<file path="src/hdl/mcrc_pkg.sv">
// Package of constants for the MAC clock and reset control block
package mcrc_pkg;
    // Documented clock rates, MAC clocks in kHz and recovered clocks in Hz, kept as printed
    localparam int TXMAC_FREQ_KHZ = 390625;
    localparam int RXMAC_FREQ_KHZ = 390625;
    localparam longint RECOVER_FREQ_HZ_TEN = 64'd322265625;
    localparam longint RECOVER_FREQ_HZ_FOUR = 64'd402832030;
    // Lane counts per variant
    localparam int LANES_TEN = 10;
    localparam int LANES_FOUR = 4;
    // Core clock period and least hold time of the full-core reset
    localparam int CORE_CLK_PERIOD_NS = 25;
    localparam int STATUS_CLK_MIN_PERIOD_NS = 8;
    localparam int RESET_HOLD_STATUS_CYCLES = 10;
    localparam int RESET_HOLD_NS = RESET_HOLD_STATUS_CYCLES * STATUS_CLK_MIN_PERIOD_NS;
    localparam int RESET_HOLD_CYCLES_RAW =
        (RESET_HOLD_NS + CORE_CLK_PERIOD_NS - 1) / CORE_CLK_PERIOD_NS;
    localparam int RESET_HOLD_CYCLES = (RESET_HOLD_CYCLES_RAW < 1) ? 1 : RESET_HOLD_CYCLES_RAW;
    // Depth of each reset release synchroniser
    localparam int SYNC_STAGES = 2;
    // Value of every flop after reset
    localparam logic RESET_ACTIVE = 1'b0;
endpackage

</file>
<file path="src/hdl/mcrc_rst_sync.sv">
// Reset release synchroniser: asserts at once, releases on the clock
`timescale 1ns/1ps
module mcrc_rst_sync #(
    parameter int STAGES = mcrc_pkg::SYNC_STAGES
) (
    // Clock and reset
    input wire logic clk,
    input wire logic arst_n,
    // Synchronised reset, active low
    output logic srst_n
);
    logic [STAGES-1:0] chain_q;
    logic [STAGES-1:0] chain_d;

    // Shift ones in after release; the first stage feeds only the second
    always_comb begin
        chain_d = {chain_q[STAGES-2:0], 1'b1};
    end

    // Constant on assertion, so release never glitches a domain mid-cycle
    always_ff @(posedge clk or negedge arst_n) begin
        if (!arst_n) begin
            chain_q <= '0;
        end else begin
            chain_q <= chain_d;
        end
    end

    assign srst_n = chain_q[STAGES-1];
endmodule

</file>
<file path="src/hdl/mcrc_top.sv">
// Clock and reset control for a 100G MAC core
// Contract
// - Provide 390.625 MHz transmit MAC clock output
// - External PLL option drives transmit clock directly
// - Provide 390.625 MHz receive MAC clock output
// - Receive clock derives from recovered serial clock
// - Recovered clock output only with option enabled
// - Recovered clock 322.265625 or 402.83203 MHz
// - One asynchronous reset resets whole core
// - Status reset clears only status interface
// - Reconfiguration reset clears only reconfiguration port
// - Four or ten serial links by variant
`timescale 1ns/1ps
module mcrc_top #(
    parameter int LANES = mcrc_pkg::LANES_TEN,
    parameter bit EXT_TXMAC_PLL = 1'b0,
    parameter bit SYNC_ETH_OPTION = 1'b0,
    parameter bit HAS_RECONFIG = 1'b1
) (
    // Core clock and full-core reset
    input wire logic core_clk,
    input wire logic reset_n,
    // Clock sources, taken as sampled levels of each source
    input wire logic int_txmac_clk,
    input wire logic ext_txmac_clk,
    input wire logic [LANES-1:0] rx_lane_recovered_clk,
    input wire logic rx_pcs_ready,
    // Synchronous interface resets, active high
    input wire logic status_reset,
    input wire logic reconfig_reset,
    // Clock outputs
    output logic txmac_clk,
    output logic rxmac_clk,
    output logic rx_recover_clk,
    output logic rx_clk_valid,
    // Reset outputs, active low, and the hold flag, active high
    output logic core_rst_n,
    output logic status_rst_n,
    output logic reconfig_rst_n,
    output logic hold_ok
);
    logic core_srst_n;
    logic txmac_clk_q, txmac_clk_d;
    logic rxmac_clk_q, rxmac_clk_d;
    logic recover_q, recover_d;
    logic valid_q, valid_d;
    logic core_rst_q, core_rst_d;
    logic status_rst_q, status_rst_d;
    logic reconfig_rst_q, reconfig_rst_d;
    logic [7:0] hold_cnt_q, hold_cnt_d;
    logic hold_ok_q, hold_ok_d;

    // Release of the asynchronous reset, one synchroniser on the core clock shared by all three reset outputs
    mcrc_rst_sync #(.STAGES(mcrc_pkg::SYNC_STAGES)) u_core_sync (
        .clk(core_clk),
        .arst_n(reset_n),
        .srst_n(core_srst_n)
    );

    // Clock selection; the link count only sizes the recovered bus
    always_comb begin
        txmac_clk_d = EXT_TXMAC_PLL ? ext_txmac_clk : int_txmac_clk;
        rxmac_clk_d = rx_lane_recovered_clk[0];
        recover_d = SYNC_ETH_OPTION ? rx_lane_recovered_clk[0] : 1'b0;
        valid_d = rx_pcs_ready;
    end

    // Clock outputs from flops; absent recovered clock stays low
    always_ff @(posedge core_clk or negedge reset_n) begin
        if (!reset_n) begin
            txmac_clk_q <= mcrc_pkg::RESET_ACTIVE;
            rxmac_clk_q <= mcrc_pkg::RESET_ACTIVE;
            recover_q <= mcrc_pkg::RESET_ACTIVE;
            valid_q <= mcrc_pkg::RESET_ACTIVE;
        end else begin
            txmac_clk_q <= txmac_clk_d;
            rxmac_clk_q <= rxmac_clk_d;
            recover_q <= recover_d;
            valid_q <= valid_d;
        end
    end

    // Interface resets: full reset covers all, sync resets only their own
    always_comb begin
        core_rst_d = core_srst_n;
        status_rst_d = core_srst_n && !status_reset;
        reconfig_rst_d = core_srst_n && !(HAS_RECONFIG && reconfig_reset);
    end

    // Hold counter counts core cycles after release and raises the flag once it reaches RESET_HOLD_CYCLES
    always_comb begin
        hold_cnt_d = hold_cnt_q;
        hold_ok_d = hold_ok_q;
        if (hold_cnt_q < 8'(mcrc_pkg::RESET_HOLD_CYCLES)) begin
            hold_cnt_d = hold_cnt_q + 8'h01;
        end else begin
            hold_ok_d = 1'b1;
        end
    end

    // Reset outputs are asserted at once under the asynchronous reset
    always_ff @(posedge core_clk or negedge reset_n) begin
        if (!reset_n) begin
            core_rst_q <= mcrc_pkg::RESET_ACTIVE;
            status_rst_q <= mcrc_pkg::RESET_ACTIVE;
            reconfig_rst_q <= mcrc_pkg::RESET_ACTIVE;
        end else begin
            core_rst_q <= core_rst_d;
            status_rst_q <= status_rst_d;
            reconfig_rst_q <= reconfig_rst_d;
        end
    end

    // Hold counter restarts on every assertion and saturates, so it never wraps back low
    always_ff @(posedge core_clk or negedge reset_n) begin
        if (!reset_n) begin
            hold_cnt_q <= 8'h00;
            hold_ok_q <= mcrc_pkg::RESET_ACTIVE;
        end else begin
            hold_cnt_q <= hold_cnt_d;
            hold_ok_q <= hold_ok_d;
        end
    end

    assign txmac_clk = txmac_clk_q;
    assign rxmac_clk = rxmac_clk_q;
    assign rx_recover_clk = recover_q;
    assign rx_clk_valid = valid_q;
    assign core_rst_n = core_rst_q;
    assign status_rst_n = status_rst_q;
    assign reconfig_rst_n = reconfig_rst_q;
    assign hold_ok = hold_ok_q;
endmodule

</file>
<file path="config.mk">
export PLATFORM = sky130hd
export DESIGN_NAME = mcrc_top
export DESIGN_NICKNAME = d
export VERILOG_FILES = /design/src/hdl/mcrc_pkg.sv /design/src/hdl/mcrc_rst_sync.sv /design/src/hdl/mcrc_top.sv
export SDC_FILE = /design/constraint.sdc
export NUM_CORES = 1
export LEC_CHECK = 0
export ABC_AREA = 1
export BUFFER_PORTS_ARGS = -buffer_cell sky130_fd_sc_hd__buf_4
export CORE_AREA = 2 2 39 41
export CTS_BUF_LIST = sky130_fd_sc_hd__clkbuf_2
export DETAILED_ROUTE_END_ITERATION = 6
export DIE_AREA = 0 0 41 43
export PLACE_DENSITY = 0.73
export SETUP_SLACK_MARGIN = 0.3
export SLEW_MARGIN = 0
export SYNTH_ARGS = -nofsm -noshare
export SYNTH_HDL_FRONTEND = slang
export SYNTH_SLANG_ARGS = --single-unit
export TNS_END_PERCENT = 10
</file>
<file path="constraint.sdc">
create_clock -name core_clk -period 1.2 [get_ports core_clk]
set_input_delay 0.36 -clock core_clk [delete_from_list [all_inputs] [get_ports core_clk]]
set_output_delay 0.36 -clock core_clk [all_outputs]
set_load 0.05 [all_outputs]
</file>
# Word level (Yosys, flattened, before mapping)
# Index checks and enable logic that the tools add are counted.
word_totals:
  elab_cells: 15
  ff_bits: 17
  output_inout_bits: 8
classes:
  n_lt_le_gt_ge: 1
  reduce_logical: 4
  add_sub_neg: 1
ops:
  columns: ["cell", "n"]
  rows:
  - ["$add 8x1->8 const B", 1]
  - ["$lt 8x3->1 const B", 1]
  - ["$logic_and 1x1->1", 2]
  - ["$logic_not 1->1", 2]

# Logic depth before layout (Yosys ltp)
logic_depth:
  word_depth: 2
  depth_mapped: 4
  mapped_depth_nobuf: 4

# Hierarchy
# Synthesis repeated with hierarchy kept, for this count alone.
hier_totals:
  hier_cells: 45
  hier_area_um2: 566.8
modules_own_cells:
  columns: ["mod", "cells_per_inst", "n_inst", "area_per_inst_um2"]
  rows:
  - ["mcrc_top", 42, 1, 513.0]
  - ["mcrc_rst_sync", 3, 1, 53.8]

# Least setup slack after synthesis
# Ideal clock, no wire load.
synth_path:
  path_kind: "flip-flop to output port"
  startpoint: "reg hold_ok_q (netlist: hold_ok)"
  endpoint: "out hold_ok"
  setup_slack_ns: 0.240
  path_stages_with_launch: 1
  n_path_buf: 0
  arrival_time_ns: 0.600
  path_cell_list: "dfrtp_1"
synth_lines:
  columns: ["element", "line_no", "rtl"]
  rows:
  - ["start: declaration", "mcrc_top.sv:51", "logic hold_ok_q, hold_ok_d;"]
  - ["start signal: assignment", "mcrc_top.sv:118", "hold_ok_q <= mcrc_pkg::RESET_ACTIVE;"]
  - ["start signal: assignment", "mcrc_top.sv:121", "hold_ok_q <= hold_ok_d;"]
  - ["end: declaration", "mcrc_top.sv:40", "output logic hold_ok"]
# No word-level cell between the ends.

# Worst setup path in the final report
layout_path:
  startpoint: "reg hold_ok_q (netlist: hold_ok)"
  endpoint: "out hold_ok"
# No word-level cell between the ends.

==> summary.md <==
| Metric | Value |
|---|---|
| Largest net degree at the start of global routing | 18 |
| RSZ-0062 raised after global routing | true |
| Wire per inst | between 10 and 15 um |
| CTS tree | built |
| Share of layout cells above drive strength 1 | 40.4% |
| Die height | 43 um |
| Initial antenna violation count | 0 |
| Synthesized area | 567 um2 |
| Tmin final | ~1.2 ns |
| Max IR drop VDD | 0.000728 V |
| Main combinational cell family by area after synthesis | simple AND/OR/NAND/NOR gates |
| R2R Path End | hold_cnt_q[1] |
| CORE AREA | 0.00138 mm2 |
| Vias/cell | 4.41 |
| Final Instance Area | 733 um2 |
| Clock Latency Late Sink | roughly 0.29 ns |
| Grt peak-use layer | met2 |
| Worst R2R Start | hold_cnt_q[0] |
| Warnings, synthesis | 0 |
| Final Hold Fails | 0 |
| Required @ worst endpoint | ~0.84 ns |
| Die W | 41 um |
| CTS Root Cell | clkbuf_2 |
| Worst hold path type | input port to flip-flop |
| Fin nets | 76 |
| Crit Path Max Fanout | 2 |
| Global-route met3 utilization | 9.42% |
| Crit end category | output pin |
| Dpl ws | 0.250 ns |
| Clock net sink count | 17 |
| Syn Nets | 63 |
| ANT nets after route | 0 |
| GPL Wtd Cong | 0.624 |
| Status | finished, violations left |
| CP Launch Type | flip-flop |
| Drt drc | 0 |
| Total gr overflow | 0 |
| Pre-Repair DR Iteration Count | 3 |
| Via count | ~320 |
| Post-synthesis simple-gate area fraction | 14.1% |
| Yosys reg bits | 17 |
| WHS Path Cells | 1 |
| Top Ports | 25 |
| Highest clock rate | 811 MHz |
| Critical Path AT | 0.87 ns |
| Final Cycle Share | 103% |
| Reg clk slew, reported paths | 0.15 ns |
| Distinct cells, synth | 11 |
| Starting density of the core | 41.0% |
| Reg2reg setup slack | 0.27 ns |
| Cell Chain, Critical Path | buf_6 |
| Compound-Gate Fraction of Synth Area | 0% |
| CTS Buffer Depth | 2 |
| Synth Area in XOR/XNOR | 0% |
| Hold Path Sink | txmac_clk |
| Mux share of post-synthesis cell area | 0% |
| All-Layer GR Usage | 12.0% |
| Mapped Avg Cell Area | 12.6 um2 |
| Kind of cell adding the most delay to the critical path | flip-flops |
| Failing checks | setup timing |
| Fill cells | 118 |
| HP Start | int_txmac_clk |
| Post-Synthesis Cells | 45 |
| Final Slew Violations | 0 |
| Area grow syn2layout | 29.4% |
| R2R cell count | 3 |
| Number of global-route vias before repair | 306 |
| M1 GR Usage | between 10% and 20% |
| LEAKAGE | 0.377 nW |
| Met2 usage | between 15 and 20% |
| Starting DRT DRC Count | 3 |
| Area after DPL | ~660 um2 |
| Max H-tree Level | 1 |
| Synth Area in Adders | ~2.2% |
| Pwr per Cell Area | 1280 mW/mm2 |
| Worst Slack Setup Final | -0.0338 ns |
| First-pass GRT wire length | 1.26 mm |
| Port Buf Inserts | 13 |
| Setup Crit Path Kind | flip-flop to output pin |
| Die footprint | 0.00176 mm2 |
| Max Cap Viol | 0 |
| CP max stage delay | 0.43 ns |
| Setup TNS | -0.0338 ns |
| Part of the Yosys area used for sequential elements | 75.1% |
| Post-layout util | 53.0% |
| Total Wirelength | 785 um |
| Final setup violating endpoints | 1 |
| CP max stage cell | dfrtp_2 |
| Cts bufs inserted | 3 |
| Rows | 14 |
| Antenna cells | 0 |
| # Post-CTS Setup Buffers | 0 |
| Buffer and inverter count on the worst path | 1 |
| Hpwl dp | 571 um |
| Clock skew | 0.0132 ns |
==> flip-flops by register name (all words and copies together) (netlist names) <==
| name | cells |
|---|---|
| u_core_sync.chain_q | 2 |
| hold_cnt_q | 8 |
| txmac_clk | 1 |
| rxmac_clk | 1 |
| hold_ok | 1 |
| status_rst_n | 1 |
| reconfig_rst_n | 1 |
| core_rst_n | 1 |
| rx_clk_valid | 1 |
==> placed cells by master (no fill, tap or decap) <==
cell and count:
dfrtp_2 1, dfrtp_1 16, nand2_1 5, conb_1 2, nand4_1 4, nor2_4 3, clkbuf_2 4, dlygate4sd3_1 1
ha_2 1, buf_4 6, nand3_2 1, nor2_1 2, inv_1 4, buf_6 7
==> cell usage after synthesis <==
| library cell | n | area (um2) |
|---|---|---|
| nor2_2 | 3 | 18.8 |
| clkbuf_1 | 5 | 18.8 |
| buf_4 | 1 | 7.51 |
| nor2_1 | 2 | 7.51 |
| nand2_1 | 5 | 18.8 |
| inv_1 | 4 | 15.0 |
| ha_1 | 1 | 12.5 |
| nand3_2 | 1 | 10.0 |
| conb_1 | 2 | 7.51 |
| nand4_1 | 4 | 25.0 |
| dfrtp_1 | 17 | 425 |
==> where the power goes <==
group	leakage, nW	switching [mW]	internal [mW]
clock network	0.0166	0.159	0.0884
logic	0.150	0.0624	0.0352
registers	0.211	0.00555	0.586
==> cells by family (layout without fill, tap and decap cells) <==
logic type,after synthesis,after routing
buffers and inverters,10,22
other,2,2
adders and majority gates,1,1
DFF,17,17
and+or+nand+nor,15,15
==> through the flow <==
step	hold WS [ns]	power, mW	std cells
global route	0.127	0.988	73
global placement	0.227	0.690	68
finish	0.175	0.937	73
floorplan	0.0644	0.650	45
CTS	0.153	0.954	73
detailed placement	0.228	0.692	68
==> how the worst max path moves through the flow <==
stage,startpoint,cells after the start,to
floorplan,core_rst_n,0,core_rst_n
global placement,hold_cnt_q[6],4,hold_cnt_q[0]
detailed placement,hold_cnt_q[6],4,hold_cnt_q[1]
CTS,hold_ok,1,hold_ok
global route,hold_ok,1,hold_ok
finish,hold_ok,1,hold_ok
==> metal layers <==
layer	share of wire (%)	routed length, um	vias up
met1	41	323	147
met4	1.8	14	0
li1	-	-	156
met2	48	378	17
met3	8.8	69	2
met5	0	0	-
==> timing repair <==
item	in CTS	in global routing
pin swaps	7	8
gates resized for setup	10	1
endpoints found under the setup margin	9	10
endpoints found under the hold margin	17	0
hold buffers	1	0
==> cell type report <==
class / count / area (um2) / share of cell area (%)
sequential: 17 / 427 / 58.2
tap: 16 / 20.0 / 2.73
clock buffer: 4 / 20.0 / 2.73
multi-input combinational: 18 / 118 / 16.0
timing repair buffer: 14 / 134 / 18.3
inverter: 4 / 15.0 / 2.05
(Power assumes the default switching activity.)
